<file path="src/logic/rpm_pkg.sv">
// Package for the power management block: register map, field positions,
// reset values and timing constants.
// Assumes a 125 MHz system clock and an APB slave with 32-bit data.
package rpm_pkg;
  // Clock rate
  localparam longint ClkHz          = 125000000;
  // Register byte offsets
  localparam logic [7:0] CtrlOff    = 8'h00;
  localparam logic [7:0] StatOff    = 8'h04;
  localparam logic [7:0] TimeOff    = 8'h08;
  // Control register fields
  localparam int CtlEthBit          = 0;
  localparam int CtlUsbBit          = 1;
  localparam int CtlReducedBit      = 2;
  localparam int CtlSleepBit        = 3;
  localparam int CtlPanelReqBit     = 4;
  localparam int CtlIndDefBit       = 5;
  localparam logic [31:0] CtrlRst   = 32'h0000_0003;
  // Status register fields
  localparam int StIndBit           = 0;
  localparam int StPanelBit         = 1;
  localparam int StTimerBit         = 2;
  localparam int StSleepBit         = 3;
  localparam int StWakeLo           = 4;
  localparam int WakeW              = 4;        // Button, USB, clock event, counter
  // Timing: times in their own units, counts derived
  localparam int PanelTimeMin       = 5;
  localparam int IndTimeMin         = 5;
  localparam longint PanelTicks     = longint'(PanelTimeMin) * 60 * ClkHz;
  localparam logic [31:0] IndTimeRst = 32'h0000_012C; // Seconds, five minutes
  localparam longint SecTicks       = ClkHz;
  localparam int BlinkHalfSec       = 1;        // Unused; reduced-mode lamp is lit for the first eighth of each second
  localparam int DebounceMs         = 10;
  localparam int DebounceTicks      = int'(longint'(DebounceMs) * ClkHz / 1000);
  // Reduced clock: 12 MHz from 125 MHz is not integral; nearest divider
  localparam int ReducedMHz         = 12;
  localparam int ReducedDiv         = int'(ClkHz / (ReducedMHz * 1000000));
  localparam int SlowDiv            = 4096;
  localparam int CntRollW           = 16;       // 65536 pulses per rollover
  // Power mode states, Gray along normal -> reduced -> sleep
  typedef enum logic [1:0] {
    RPM_NORMAL  = 2'b00,
    RPM_REDUCED = 2'b01,
    RPM_SLEEP   = 2'b11
  } rpm_mode_t;
endpackage : rpm_pkg

</file>
<file path="src/logic/rpm_debounce.sv">
// Synchroniser and debouncer for one contact input, one pulse per press.
// Assumes an asynchronous active-high contact level and a single clock.
`timescale 1ns/1ns
`default_nettype none
module rpm_debounce #(
  parameter int Ticks = 16
) (
  input  wire logic clk,
  input  wire logic rst,
  input  wire logic rawIn,
  output logic      pressPulse
);
  typedef struct packed {
    logic        s1;
    logic        s2;
    logic        stable;
    logic [31:0] cnt;
    logic        pulse;
  } rpm_deb_t;
  rpm_deb_t st_r, st_nxt;

  // Level must hold for the full window before it is accepted
  always_comb begin
    st_nxt       = st_r;
    st_nxt.s1    = rawIn;
    st_nxt.s2    = st_r.s1;
    st_nxt.pulse = 1'b0;
    if (st_r.s2 == st_r.stable) begin
      st_nxt.cnt = 32'h0000_0000;
    end else if (st_r.cnt == 32'(Ticks - 1)) begin
      st_nxt.cnt    = 32'h0000_0000;
      st_nxt.stable = st_r.s2;
      st_nxt.pulse  = st_r.s2;
    end else begin
      st_nxt.cnt = st_r.cnt + 32'h0000_0001;
    end
  end

  always_ff @(posedge clk) begin
    if (rst) st_r <= '0;
    else st_r <= st_nxt;
  end

  assign pressPulse = st_r.pulse;
endmodule : rpm_debounce
`default_nettype wire

</file>
<file path="src/logic/rpm_power_mgmt.sv">
// Power management top: panel supply, indicator power, port enables,
// reduced and sleep modes, wake sources, APB register file.
// Assumes APB master on clk; pins and counter inputs are asynchronous.
`timescale 1ns/1ns
`default_nettype none
// Functional notes
// - Indicator power on forces panel supply on.
// - Otherwise with timer idle, panel supply follows panel request bit.
// - Contact with indicator off and timer idle turns panel on, loads five-minute timer.
// - Contact while timer holds panel on switches panel off.
// - Panel power status reads one while panel supply is on.
// - Each button press inverts indicator power.
// - Indicator reverts to firmware default after firmware-set timeout.
// - Power lamp lit while indicator power enabled in normal mode.
// - Ethernet enable resets on; only firmware changes it.
// - USB enable resets on; only firmware changes it.
// - Reduced mode runs processor clock near 12 MHz.
// - Reduced mode blinks lamp once per second.
// - Sleep stops execution, drops 5 V rails, selects slow clock.
// - Counters and real-time clock keep running in sleep.
// - Reset, button press or USB attach wakes from sleep.
// - Real-time clock wake event wakes from sleep.
// - Any counter rollover after 65536 pulses wakes from sleep.
// - Lamp dark in sleep.
module rpm_power_mgmt #(
  parameter longint PanelTicksP = rpm_pkg::PanelTicks,
  parameter longint SecTicksP   = rpm_pkg::SecTicks,
  parameter int     DebTicksP   = rpm_pkg::DebounceTicks
) (
  input  wire logic        clk,
  input  wire logic        rst,
  input  wire logic        psel,
  input  wire logic        penable,
  input  wire logic        pwrite,
  input  wire logic [7:0]  paddr,
  input  wire logic [31:0] pwdata,
  output logic [31:0]      prdata,
  output logic             pready,
  output logic             pslverr,
  input  wire logic        toggleButton,
  input  wire logic        panelContact,
  input  wire logic        usbAttach,
  input  wire logic        rtcWake,
  input  wire logic [2:0]  counterIn,
  output logic             panelSupplyOn,
  output logic             powerLamp,
  output logic             ethEnable,
  output logic             usbEnable,
  output logic             cpuRun,
  output logic             rail5vOn,
  output logic             cpuClkEn
);
  localparam int W = rpm_pkg::WakeW;

  typedef struct packed {
    logic [31:0]           ctrl;
    logic [31:0]           indTime;
    rpm_pkg::rpm_mode_t    mode;
    logic                  ind;
    logic [31:0]           indSec;
    logic [31:0]           secCnt;
    logic                  secTick;
    logic [63:0]           panelCnt;
    logic                  panel;
    logic [W-1:0]          wake;
    logic [2:0][1:0]       cSync;
    logic [2:0]            cPrev;
    logic [2:0][15:0]      cCnt;
    logic [1:0]            uSync;
    logic [1:0]            rSync;
    logic                  uPrev;
    logic                  rPrev;
    logic [15:0]           clkCnt;
    logic                  clkEn;
    logic                  lamp;
    logic                  run;
    logic                  err;
    logic [31:0]           rdata;
    logic                  ready;
  } rpm_st_t;
  rpm_st_t st_r, st_nxt;

  logic btnPress;
  logic contactPress;

  // One debouncer per contact input
  rpm_debounce #(.Ticks(DebTicksP)) u_btn (
    .clk        (clk),
    .rst        (rst),
    .rawIn      (toggleButton),
    .pressPulse (btnPress)
  );
  rpm_debounce #(.Ticks(DebTicksP)) u_contact (
    .clk        (clk),
    .rst        (rst),
    .rawIn      (panelContact),
    .pressPulse (contactPress)
  );

  logic        apbAcc;
  logic        apbWr;
  logic [W-1:0] wakeNow;
  logic        anyWake;
  logic [15:0] divLim;
  logic        panelTimerOn;

  // Next-state logic for the whole block
  always_comb begin
    st_nxt       = st_r;
    apbAcc       = psel && penable && !st_r.ready;
    apbWr        = psel && penable && pwrite && st_r.ready; // Commits at the completing edge
    panelTimerOn = (st_r.panelCnt != 64'h0);
    st_nxt.ready = apbAcc;
    st_nxt.err   = apbAcc && paddr != rpm_pkg::CtrlOff && paddr != rpm_pkg::StatOff
                   && paddr != rpm_pkg::TimeOff;
    st_nxt.rdata = 32'h0000_0000;

    // Pin synchronisers; first stage read only by the second
    st_nxt.uSync = {st_r.uSync[0], usbAttach};
    st_nxt.rSync = {st_r.rSync[0], rtcWake};
    st_nxt.uPrev = st_r.uSync[1];
    st_nxt.rPrev = st_r.rSync[1];

    // Counters keep running in every mode, including sleep
    for (int i = 0; i < 3; i++) begin
      st_nxt.cSync[i] = {st_r.cSync[i][0], counterIn[i]};
      st_nxt.cPrev[i] = st_r.cSync[i][1];
      if (st_r.cSync[i][1] && !st_r.cPrev[i]) begin
        st_nxt.cCnt[i] = st_r.cCnt[i] + 16'h0001;
      end
    end

    // Wake sources, each a single-cycle event
    wakeNow[0] = btnPress;
    wakeNow[1] = st_r.uSync[1] && !st_r.uPrev;
    wakeNow[2] = st_r.rSync[1] && !st_r.rPrev;
    wakeNow[3] = 1'b0;
    for (int i = 0; i < 3; i++) begin
      if (st_r.cSync[i][1] && !st_r.cPrev[i] && (&st_r.cCnt[i])) begin
        wakeNow[3] = 1'b1;
      end
    end
    anyWake    = |wakeNow;

    // One-second tick
    st_nxt.secTick = 1'b0;
    if (st_r.secCnt == 32'(SecTicksP - 1)) begin
      st_nxt.secCnt  = 32'h0000_0000;
      st_nxt.secTick = 1'b1;
    end else begin
      st_nxt.secCnt = st_r.secCnt + 32'h0000_0001;
    end

    // Indicator power toggle and revert to default
    if (btnPress) begin
      st_nxt.ind    = !st_r.ind;
      st_nxt.indSec = st_r.indTime;
    end else if (st_r.secTick && st_r.indSec != 32'h0000_0000) begin
      st_nxt.indSec = st_r.indSec - 32'h0000_0001;
      if (st_r.indSec == 32'h0000_0001) begin
        st_nxt.ind = st_r.ctrl[rpm_pkg::CtlIndDefBit];
      end
    end

    // Panel supply timer
    if (st_r.ind) begin
      st_nxt.panelCnt = 64'h0;
    end else if (contactPress) begin
      if (panelTimerOn) st_nxt.panelCnt = 64'h0;
      else st_nxt.panelCnt = 64'(PanelTicksP);
    end else if (panelTimerOn) begin
      st_nxt.panelCnt = st_r.panelCnt - 64'h1;
    end
    // A contact that ends the timer also overrides the request bit
    if (st_r.ind) st_nxt.panel = 1'b1;
    else if (contactPress && panelTimerOn) st_nxt.panel = 1'b0;
    else if (contactPress) st_nxt.panel = 1'b1;
    else if (panelTimerOn) st_nxt.panel = 1'b1;
    else st_nxt.panel = st_r.ctrl[rpm_pkg::CtlPanelReqBit];

    // Register writes; firmware alone steers port enables and mode entry; wake events end sleep
    if (apbWr && paddr == rpm_pkg::CtrlOff) begin
      st_nxt.ctrl = pwdata;
    end
    if (apbWr && paddr == rpm_pkg::TimeOff) begin
      st_nxt.indTime = pwdata;
    end

    // Mode machine
    case (st_r.mode)
      rpm_pkg::RPM_NORMAL: begin
        if (st_r.ctrl[rpm_pkg::CtlSleepBit]) st_nxt.mode = rpm_pkg::RPM_SLEEP;
        else if (st_r.ctrl[rpm_pkg::CtlReducedBit]) st_nxt.mode = rpm_pkg::RPM_REDUCED;
      end
      rpm_pkg::RPM_REDUCED: begin
        if (st_r.ctrl[rpm_pkg::CtlSleepBit]) st_nxt.mode = rpm_pkg::RPM_SLEEP;
        else if (!st_r.ctrl[rpm_pkg::CtlReducedBit]) st_nxt.mode = rpm_pkg::RPM_NORMAL;
      end
      rpm_pkg::RPM_SLEEP: begin
        if (anyWake) begin
          st_nxt.mode = rpm_pkg::RPM_NORMAL;
          st_nxt.ctrl[rpm_pkg::CtlSleepBit] = 1'b0;
        end
      end
      default: st_nxt.mode = rpm_pkg::RPM_NORMAL;
    endcase
    st_nxt.run = (st_nxt.mode != rpm_pkg::RPM_SLEEP);
    // Sticky wake cause; a new event wins over a clear in the same cycle
    if (apbWr && paddr == rpm_pkg::StatOff) begin
      st_nxt.wake = st_r.wake & ~pwdata[rpm_pkg::StWakeLo +: W];
    end
    if (st_r.mode == rpm_pkg::RPM_SLEEP) st_nxt.wake = st_nxt.wake | wakeNow;

    // Processor clock enable divider
    case (st_r.mode)
      rpm_pkg::RPM_REDUCED: divLim = 16'(rpm_pkg::ReducedDiv - 1);
      rpm_pkg::RPM_SLEEP:   divLim = 16'(rpm_pkg::SlowDiv - 1);
      default:              divLim = 16'h0000;
    endcase
    if (st_r.clkCnt >= divLim) begin
      st_nxt.clkCnt = 16'h0000;
      st_nxt.clkEn  = 1'b1;
    end else begin
      st_nxt.clkCnt = st_r.clkCnt + 16'h0001;
      st_nxt.clkEn  = 1'b0;
    end

    // Lamp: steady when indicator on, blink in reduced, dark in sleep
    // Short flash at the start of every second, so one blink per second
    case (st_r.mode)
      rpm_pkg::RPM_SLEEP:   st_nxt.lamp = 1'b0;
      rpm_pkg::RPM_REDUCED: st_nxt.lamp = st_r.secCnt < 32'(SecTicksP / 8);
      default:              st_nxt.lamp = st_r.ind;
    endcase

    // Read mux; unmapped addresses read zero with an error
    if (apbAcc && !pwrite) begin
      case (paddr)
        rpm_pkg::CtrlOff: st_nxt.rdata = st_r.ctrl;
        rpm_pkg::TimeOff: st_nxt.rdata = st_r.indTime;
        rpm_pkg::StatOff: begin
          st_nxt.rdata[rpm_pkg::StIndBit]   = st_r.ind;
          st_nxt.rdata[rpm_pkg::StPanelBit] = st_r.panel;
          st_nxt.rdata[rpm_pkg::StTimerBit] = panelTimerOn;
          st_nxt.rdata[rpm_pkg::StSleepBit] = (st_r.mode == rpm_pkg::RPM_SLEEP);
          st_nxt.rdata[rpm_pkg::StWakeLo +: W] = st_r.wake;
        end
        default: st_nxt.rdata = 32'h0000_0000;
      endcase
    end
  end

  // Whole state in one register; the non-zero reset values and the mode are named
  always_ff @(posedge clk) begin
    if (rst) begin
      st_r         <= '0;
      st_r.ctrl    <= rpm_pkg::CtrlRst;
      st_r.indTime <= rpm_pkg::IndTimeRst;
      st_r.mode    <= rpm_pkg::RPM_NORMAL;
      st_r.run     <= 1'b1;
    end else begin
      st_r <= st_nxt;
    end
  end

  assign prdata        = st_r.rdata;
  assign pready        = st_r.ready;
  assign pslverr       = st_r.err;
  assign panelSupplyOn = st_r.panel;
  assign powerLamp     = st_r.lamp;
  assign ethEnable     = st_r.ctrl[rpm_pkg::CtlEthBit];
  assign usbEnable     = st_r.ctrl[rpm_pkg::CtlUsbBit];
  assign cpuRun        = st_r.run;
  assign rail5vOn      = st_r.run;
  assign cpuClkEn      = st_r.clkEn;

  // Indicator on forces panel supply one cycle later
  ind_panel_a: assert property (@(posedge clk) disable iff (rst)
    st_r.ind |=> panelSupplyOn) else $error("panel off while indicator on");
  // Request bit followed when indicator off and timer idle
  req_follow_a: assert property (@(posedge clk) disable iff (rst)
    (!st_r.ind && !contactPress && st_r.panelCnt == 64'h0)
    |=> panelSupplyOn == $past(st_r.ctrl[rpm_pkg::CtlPanelReqBit]))
    else $error("panel ignores request");
  // Contact with idle timer turns panel on
  contact_on_a: assert property (@(posedge clk) disable iff (rst)
    (contactPress && !st_r.ind && st_r.panelCnt == 64'h0)
    |=> panelSupplyOn && st_r.panelCnt != 64'h0)
    else $error("contact did not start panel");
  // Contact with running timer turns panel off
  contact_off_a: assert property (@(posedge clk) disable iff (rst)
    (contactPress && !st_r.ind && st_r.panelCnt != 64'h0) |=> !panelSupplyOn)
    else $error("contact did not stop panel");
  // Button toggles indicator
  btn_toggle_a: assert property (@(posedge clk) disable iff (rst)
    btnPress |=> st_r.ind != $past(st_r.ind)) else $error("button no toggle");
  // Lamp dark two cycles into sleep
  sleep_lamp_a: assert property (@(posedge clk) disable iff (rst)
    (st_r.mode == rpm_pkg::RPM_SLEEP) ##1 (st_r.mode == rpm_pkg::RPM_SLEEP) |-> !powerLamp)
    else $error("lamp lit in sleep");
  // Wake leaves sleep next cycle
  wake_exit_a: assert property (@(posedge clk) disable iff (rst)
    (st_r.mode == rpm_pkg::RPM_SLEEP && anyWake) |=> cpuRun && rail5vOn)
    else $error("no wake from sleep");
  // Normal mode lamp tracks indicator
  lamp_ind_a: assert property (@(posedge clk) disable iff (rst)
    (st_r.mode == rpm_pkg::RPM_NORMAL) ##1 (st_r.mode == rpm_pkg::RPM_NORMAL)
    |-> powerLamp == $past(st_r.ind)) else $error("lamp not tracking");
endmodule : rpm_power_mgmt
`default_nettype wire

</file>
<file path="config.mk">
export PLATFORM = sky130hd
export DESIGN_NAME = rpm_power_mgmt
export DESIGN_NICKNAME = d
export VERILOG_FILES = /design/src/logic/rpm_pkg.sv /design/src/logic/rpm_debounce.sv /design/src/logic/rpm_power_mgmt.sv
export SDC_FILE = /design/constraint.sdc
export NUM_CORES = 1
export LEC_CHECK = 0
export ABC_AREA = 1
export BUFFER_PORTS_ARGS = -buffer_cell sky130_fd_sc_hd__buf_2
export CAP_MARGIN = 30
export CORE_MARGIN = 3
export CORE_UTILIZATION = 25
export CTS_CLUSTER_DIAMETER = 80
export DETAILED_ROUTE_END_ITERATION = 8
export GPL_TIMING_DRIVEN = 0
export HOLD_SLACK_MARGIN = 0.03
export SKIP_CTS_REPAIR_TIMING = 1
export SLEW_MARGIN = 5
export SYNTH_ARGS = -nofsm -noshare
export SYNTH_HDL_FRONTEND = slang
export SYNTH_SLANG_ARGS = --single-unit
</file>
<file path="constraint.sdc">
create_clock -name clk -period 4.3 [get_ports clk]
set_input_delay 0.43 -clock clk [delete_from_list [all_inputs] [get_ports clk]]
set_output_delay 0.43 -clock clk [all_outputs]
set_load 0.01 [all_outputs]
</file>
Yosys cells after proc, flatten, opt, wreduce, memory -nomap -nowiden. Index checks and enable logic that the tools add are counted.

$add $sub $neg: 9. Order comparisons: 2. Eq/ne operators: 13. Mux-type cells: 30. Bitwise logic cells: 8. Reduce and logical (&&, ||, !) cells: 52.

Operator list (count): $mux 64 (2); $add 32x1->32 const B (3); $mux 33 (2); $add 16x1->16 const B (4); $eq 32x21->1 const B (2); $reduce_bool 64->1 (1); $sub 64x1->64 const B (1); $pmux 24 s2 (1); $reduce_and 16->1 (3); $mux 36 (1); $eq 32x1->1 const B (1); $eq 32x27->1 const B (1); $lt 32x24->1 const B (1); $reduce_bool 32->1 (1); $sub 32x1->32 const B (1); $pmux 12 s2 (1); $pmux 8 s3 (1); $logic_and 1x1->1 (21); $ge 16x16->1 (1); $mux 1 (12); $mux 4 (3); $reduce_or 3->1 (4); $mux 2 (5); $eq 8x3->1 const B (1); 21 further kinds (40).

Bits in registers: 389. Input port bits: 52. Output and inout port bits: 41.

Depth between registers and ports, before layout. Gate-level depths: netlist of run 1.

Depth after elaboration: 10. Mapped depth: 12. Mapped depth without buffers: 12.

Hierarchy. Synthesis of run 1 repeated with hierarchy kept, for this count alone.

Cell total of the unflattened synthesis: 3107. Area total of the unflattened synthesis: 20104.3 um2.

By module, submodules not included: rpm_power_mgmt (times used 1, cells an instance 2473, area an instance 16060.4 um2, sequential area each 6346.1 um2); rpm_debounce (times used 2, cells an instance 317, area an instance 2021.9 um2, sequential area each 720.7 um2).

Worst setup path after synthesis of run 1. OpenSTA, ideal clock, no wires.

Kind: reg2reg. Start: reg st_r[251] (netlist name). End: reg st_r[49] (netlist name). Arrival time: 1.807 ns. Data required time: 4.172 ns. Path slack: 2.365 ns. Cell stages (with the launch flop): 9. Path buffers: 1. Cell sequence: dfxtp_1 > nand2_1 > ha_1 > nand2_1 > nor3_1 > nand2_1 > nand4_1 > clkbuf_1 > nor2_1.

Cells in the longest elaborated chain, start to end: 4. Elaborated cells between the ends (all ways): 5.

Ends and longest elaborated chain: start, declared (line rpm_power_mgmt.sv:81) `rpm_st_t st_r, st_nxt;`; start signal, assigned (line rpm_power_mgmt.sv:262) `st_r <= st_nxt;`; $eq 2x2->1 / $eq 2x1->1 (equally long branches) (line rpm_power_mgmt.sv:215) `case (st_r.mode)`; $pmux 12 s2 * (line rpm_power_mgmt.sv:215); $ge 16x16->1 * (line rpm_power_mgmt.sv:220) `if (st_r.clkCnt >= divLim) begin`; $reduce_or 2->1 (no source line) *.

Mark *: on every way between the ends. The rest lies on a longest branch, timed or not. A chain may end at the register's enable or synchronous reset.

Worst setup path in the final report of run 1.
Start: reg st_r[121] (netlist name). End: reg st_r[130] (netlist name).

Cells in the longest elaborated chain, start to end: 3. Elaborated cells between the ends (all ways): 6.

Ends and longest elaborated chain: $sub 64x1->64 / $reduce_bool 64->1 (equally long branches) (line rpm_power_mgmt.sv:172, rpm_power_mgmt.sv:112); $mux 64 / $mux 36 (equally long branches) (line rpm_power_mgmt.sv:171, rpm_power_mgmt.sv:169); $mux 64 (line rpm_power_mgmt.sv:168) `end else if (contactPress) begin`.

Parallel ways exist; a longest one is shown, timed or not. The select of a mux whose other input is x is not followed.

==> out/metrics.yaml, run 1 <==
nets: 3287
total_power_mw: 14.42
period_needed_ns: 2.533
cts_made_buffers: 44
io_pins: 93
worst_pin_slew_ns: 0.9153
ys.flop_type: "dfxtp_1"
cts_num_sinks: 389
endpoint_kind: "flop"
port_buffers: 92
clock_path_buffers: 3
cp.required_ns: 4.72
first_pass_iters: 5
netlist_area_um2: 19940
synthTopCellsByArea: "dfxtp_1 39%, nand2_1 14%, nor2_1 10%"
power_density_nw_per_um2: 620.7
grt_pass1_wl_um: 95320
syn_inst: 3072
die_x_um: 288.4
row_count: 102
clockRootBuffer: "clkbuf_16"
grt-ovfl-total: 0
multi_input_area_um2: 10270
rsz0062_at_grt: "no"
dieArea_um2: 83180
status: "completed"
nFillCells: 8562
synth-edff-count: 0
cts_tree: "yes"
dp_hpwl_um: 45830
critPathKind: "reg2reg"
drtIter0Drc: 1296
drt_wl_total_um: 59430
avgRoutedWirePerCell_um: 13.86
final_hold_viol_count: 0
fmax_mhz: 394.8
avgSynthCellArea_um2: 6.491
grtUsageTotal_pct: 14.04
slew_headroom_pct: 38.75
ys_ff_latch: 389
async_reset_ff_share_pct: 0
path_cells: "inv_2, ha_1, nand2_1, nor2_2, nand2_1, nor2_1, nand2_1, nor2_4, inv_1, nand2_1, nor2_1"
cp_max_fo: 10
drc: 0
start_util_pct: 25.49
ir_worst_vdd_uv: 463.6
first_global_vias: 18010
vias_per_cell: 4.528
h-tree-depth: 2
fp.coreArea_um2: 78230
fin_crit_sh_pct: 58.90
vias: 19420
synth.most_common_cell: "nand2_1"
yosysWarnings: 0
worstPathArrival_ns: 2.95
antenna_found_initial: 6
cpMaxStageDelayCell: "ha_1"
finalSetupTns_ns: 0
post_dp_cell_area_um2: 21710
ys_types: 44
synth_top_area_share_pct: 39.06
regArea_um2: 7787
area_delta_synth_final_pct: 16.49
cp_slowest_stage_delay_ns: 0.34
cpMostUsedCell: "nand2_1"
yosys.area.top_type: "dfxtp_1"
leakage_nw: 9.750
finalMaxSlewViolations: 0
finalSetupViolations: 0
place_congestion: 0.9249
hold_class: "in2reg"
start_kind: "flop"
grt_max_degree: 14
cts.clk_slew.worst_paths_ns: 0.06
synthTopCellsByCount: "752 x nand2_1, 557 x nor2_1, 389 x dfxtp_1, 342 x inv_1, 205 x nand3_1"
post-route-util_pct: 29.69
yosysSeqAreaShare_pct: 39.06
dieHeight_um: 288.4
fin_area_um2: 23230
drive_above_1_share_pct: 8.192
antenna_left: 0
drv_cap: 0
skew_ns: 0.02799
clock_latency_ns: 0.58
## logic make-up after synthesis
group,after synthesis,synth area share (%)
other cells,1,0.01881
xor+xnor,82,3.602
simple gates,1766,37.25
compound gates,351,9.243
fa+ha+maj,22,1.381
flops,389,39.06
buf+inv,461,9.450
## per-stage QoR
stage          cells  hold WS, ns  setup slack [ns]
2_1_floorplan   3074       0.3883             2.365
3_3_place_gp    4206       0.3931             1.587
3_5_place_dp    4206       0.3932             1.615
4_1_cts         4286      0.04568             1.780
5_1_grt         4287      0.08157             1.491
6_report        4289      0.07818             1.767
## critical path: cells and delay by family (launching register included)
kind | cells | cell delay [ns]
adders and majority gates | 1 | 0.34
buffers and inverters | 2 | 0.27
and+or+nand+nor | 8 | 1.47
DFF | 1 | 0.32
## flip-flops by register name, summed over array words and instances, names as in the netlist
name	flops
u_btn.st_nxt	1
cpuClkEn	1
panelSupplyOn	1
cpuRun	1
u_btn.st_r	34
u_contact.st_r	34
usbEnable	1
u_btn.pressPulse	1
ethEnable	1
st_nxt	10
powerLamp	1
st_r	267
prdata	32
u_contact.st_nxt	1
u_contact.pressPulse	1
pready	1
pslverr	1
## layer usage
layer	track usage, %	vias to the layer above	part of all wire (%)	routed length [um]
met3	2.186	89	5.5	3262
met5	0	-	0.022	13
met2	22.81	461	44	26210
met4	3.825	2	2.3	1374
met1	19.28	8794	48	28570
li1	-	10080	-	-
## worst paths after layout
path	from	end	slack [ns]	cells past startpoint
setup reg to reg	st_r[121]$_SDFFE_PP0P_	st_r[130]$_SDFFE_PP0P_	1.77	11
hold / removal	pwdata[8]	st_r[261]$_SDFFE_PP1P_	0.08	3
hold reg to reg	st_nxt[111]$_SDFF_PP0_	st_nxt[107]$_SDFF_PP0_	0.40	2
setup / recovery	st_r[121]$_SDFFE_PP0P_	st_r[130]$_SDFFE_PP0P_	1.77	11
## cell usage in the layout (no fill, tap or decap), types with 3 or more instances in the layout
master     netlist  routed
buf_1            9       9
a31oi_1          6       6
xnor2_1         20      20
nor4_1          19      19
or2_2           23      23
a21oi_1        193     193
nand2_1        752     752
dfxtp_1        389     389
nor2_1         557     557
nor2_4           3       3
conb_1           1       3
inv_2            7       7
nor3_2           3       3
buf_4           36      36
clkbuf_8         0      11
o21bai_1         3       3
clkbuf_16        0      44
o21a_1           8       8
nor2_2           9       9
ha_1            22      22
and3_1           4       4
inv_1          342     342
bufinv_16        0       4
clkbuf_1        57      62
nand3b_1         9       9
nor3b_1          3       3
o211ai_1         5       5
nand4_1         63      63
a21o_1           5       5
clkinv_4         0       3
clkinv_2         1      10
o21ai_0        124     124
xor2_1          62      62
nor3_1         111     111
nand3_1        205     205
buf_2            8     100
## cell type report
class                      count  area share (%)
buffer                       111           2.451
multi-input combinational   2224           44.24
antenna                        2         0.02155
inverter                     350           5.661
tap                         1040           5.602
sequential                   389           33.53
clock buffer                  60           5.473
timing repair buffer          93           2.031
clock inverter                20          0.9966
## power breakdown
| part | switching [mW] | internal [mW] |
|---|---|---|
| clock network | 1.59 | 2.32 |
| logic | 4.46 | 1.82 |
| registers | 0.323 | 3.91 |
| total | 6.37 | 8.05 |
No activity file was read; power rests on OpenSTA's default activity.
==> run 2, diff against run 1 <==
==> constraint.sdc (replaced) <==
create_clock -name clk -period 2.4 [get_ports clk]
set_input_delay 0.24 -clock clk [delete_from_list [all_inputs] [get_ports clk]]
set_output_delay 0.24 -clock clk [all_outputs]
set_load 0.01 [all_outputs]
==> run 2 against run 1 <==
Against the previous run:
- sequential power increased by 80%
- first-iteration DRC count decreased by 2.2%
- total power increased by 81%
- count of clock-buffer cells in the layout unchanged
- global-route usage unchanged
- critical endpoint is now u_contact.st_r[22]$_SDFF_PP0_
- via count increased by 1.5%
==> out/metrics.yaml, run 2 (synthesis results as in run 1) <==
status: "completed"
clock_path_buffers: 3  # unchanged
drv_cap: 0  # unchanged
start_util_pct: 25.49  # unchanged
cp.required_ns: 2.86  # -1.86 ns
die_x_um: 288.4  # unchanged
fin_area_um2: 23670  # +1.9%
finalSetupTns_ns: 0  # unchanged
endpoint_kind: "flop"
p_sw_share_pct: 44.26  # +0.097 points
antenna_found_initial: 4  # -2
total_power_mw: 26.12  # +81%
dieHeight_um: 288.4  # unchanged
p_clk_share_pct: 26.9  # -0.2 points
drt_wl_total_um: 60130  # +1.2%
nets: 3330  # +1.3%
post_dp_cell_area_um2: 21710  # unchanged
fp.coreArea_um2: 78230  # unchanged
setup_ws_ns: 0.1837  # -1.583 ns
switchingPower_mw: 11.56  # +82%
cts_tree: "yes"
dp_hpwl_um: 45830  # unchanged
layout_commonest_cell: "nand2_1"
h-tree-depth: 2  # unchanged
top_register: "st_r"
place_congestion: 0.9249  # unchanged
largest_reg_flops: 267  # unchanged
slew_headroom_pct: 39.68  # +0.93 points
dieArea_um2: 83180  # unchanged
drive_above_1_share_pct: 8.693  # +0.50 points
io_pins: 93  # unchanged
first_global_vias: 18010  # unchanged
drc: 0  # unchanged
fmax_mhz: 451.2  # +14%
seq_power_share_pct: 29.1  # -0.3 points
leakage_nw: 9.948  # +2.0%
skew_ns: 0.02866  # +0.0006681 ns
power_density_nw_per_um2: 1103  # +78%
drtIter0Drc: 1268  # -2.2%
row_count: 102  # unchanged
post-route-util_pct: 30.26  # +0.57 points
cts_num_sinks: 389  # unchanged
dp.cells: 4206  # unchanged
stdcell_count: 4331  # +0.98%
worst_pin_slew_ns: 0.9014  # -0.01392 ns
cts_made_buffers: 44  # unchanged
port_buffers: 92  # unchanged
finalSetupViolations: 0  # unchanged
final_cell_mix: "750 x nand2_1, 554 x nor2_1, 389 x dfxtp_1"
whs_ns: 0.04115  # -0.03703 ns
area_delta_synth_final_pct: 18.73
clockRootBuffer: "clkbuf_16"
period_needed_ns: 2.216  # -0.3166 ns
ir_worst_vdd_uv: 849.8  # +83%
grt_pass1_wl_um: 95320  # unchanged
hold_class: "in2reg"
internal_power_mw: 14.56  # +81%
nFillCells: 8523  # -0.46%
fin_crit_sh_pct: 92.34  # +33 points
vias: 19710  # +1.5%
finalMaxSlewViolations: 0  # unchanged
clock_latency_ns: 0.58  # about the same
final_hold_viol_count: 0  # unchanged
avgRoutedWirePerCell_um: 13.88  # +0.20%
antenna_left: 0  # unchanged
cp_max_fo: 10  # unchanged
worstPathArrival_ns: 2.68  # -0.27 ns
largestRegisters: "st_r x267, u_btn.st_r x34, u_contact.st_r x34"
combPwrFrac_pct: 44.0  # +0.5 points
vias_per_cell: 4.551  # +0.51%
cts.clk_slew.worst_paths_ns: 0.06  # about the same
rsz0062_at_grt: "no"
start_kind: "flop"
grt_max_degree: 14  # unchanged
grt-ovfl-total: 0  # unchanged
critPathKind: "reg2reg"
first_pass_iters: 5  # unchanged
grtUsageTotal_pct: 14.04  # unchanged
post-place-ws_ns: -0.1190  # -1.734 ns
run 2: cell types whose count changed in the layout (fill, tap and decap cells not counted), sizes merged:
cell         previous run  this run
dlygate4sd3             0        38
clkbuf                117       116
diode                   2         1
buf                   147       152
nor2                  569       570
run 2: final cells by class:
type	count	area (um2)	share of cell area, %
Clock inverter	20	231.5	0.9777
Sequential cell	389	7787	32.89
Multi-Input combinational cell	2225	10300	43.52
Antenna cell	1	2.502	0.01057
Timing Repair Buffer	135	882.1	3.726
Inverter	350	1315	5.555
Tap cell	1040	1301	5.497
Buffer	111	579.3	2.447
Clock buffer	60	1271	5.370
run 2: power by group through the flow:
stage | Combinational (mW) | Sequential, mW | Clock [mW]
final | 11.5 | 7.60 | 7.02
after global routing | 13.0 | 7.65 | 7.44
after CTS | 10.9 | 7.55 | 7.18
after detailed placement | 10.9 | 7.68 | 0
after global placement | 11.1 | 7.71 | 0
after floorplan | 8.22 | 7.51 | 0
run 2: worst max-delay path, cell delays in order, from the launching register on:
cell and delay [ns]:
dfxtp_1 0.39, ha_1 0.23, nand3_1 0.19, inv_1 0.11
nand2_1 0.07, inv_1 0.11, nand3_1 0.09, or2_2 0.30
nand3_1 0.25, buf_2 0.30, nor2_1 0.07
run 2: layer usage:
| metal | share of wire, % | global-route usage [%] | up-vias |
|---|---|---|---|
| met1 | 48 | 19.28 | 8947 |
| met4 | 2.3 | 3.825 | 0 |
| met3 | 5.4 | 2.186 | 90 |
| met5 | 0 | 0 | - |
| met2 | 44 | 22.81 | 518 |
| li1 | - | - | 10160 |
run 2: path summary, 6_finish.rpt:
kind,start,slack (ns),cells past startpoint,end
max,u_contact.st_r[1]$_SDFF_PP0_,0.18,10,u_contact.st_r[22]$_SDFF_PP0_
min,pwdata[0],0.04,3,st_r[253]$_SDFFE_PP0P_
min reg2reg,st_nxt[111]$_SDFF_PP0_,0.40,2,st_nxt[107]$_SDFF_PP0_
max reg2reg,u_contact.st_r[1]$_SDFF_PP0_,0.18,10,u_contact.st_r[22]$_SDFF_PP0_
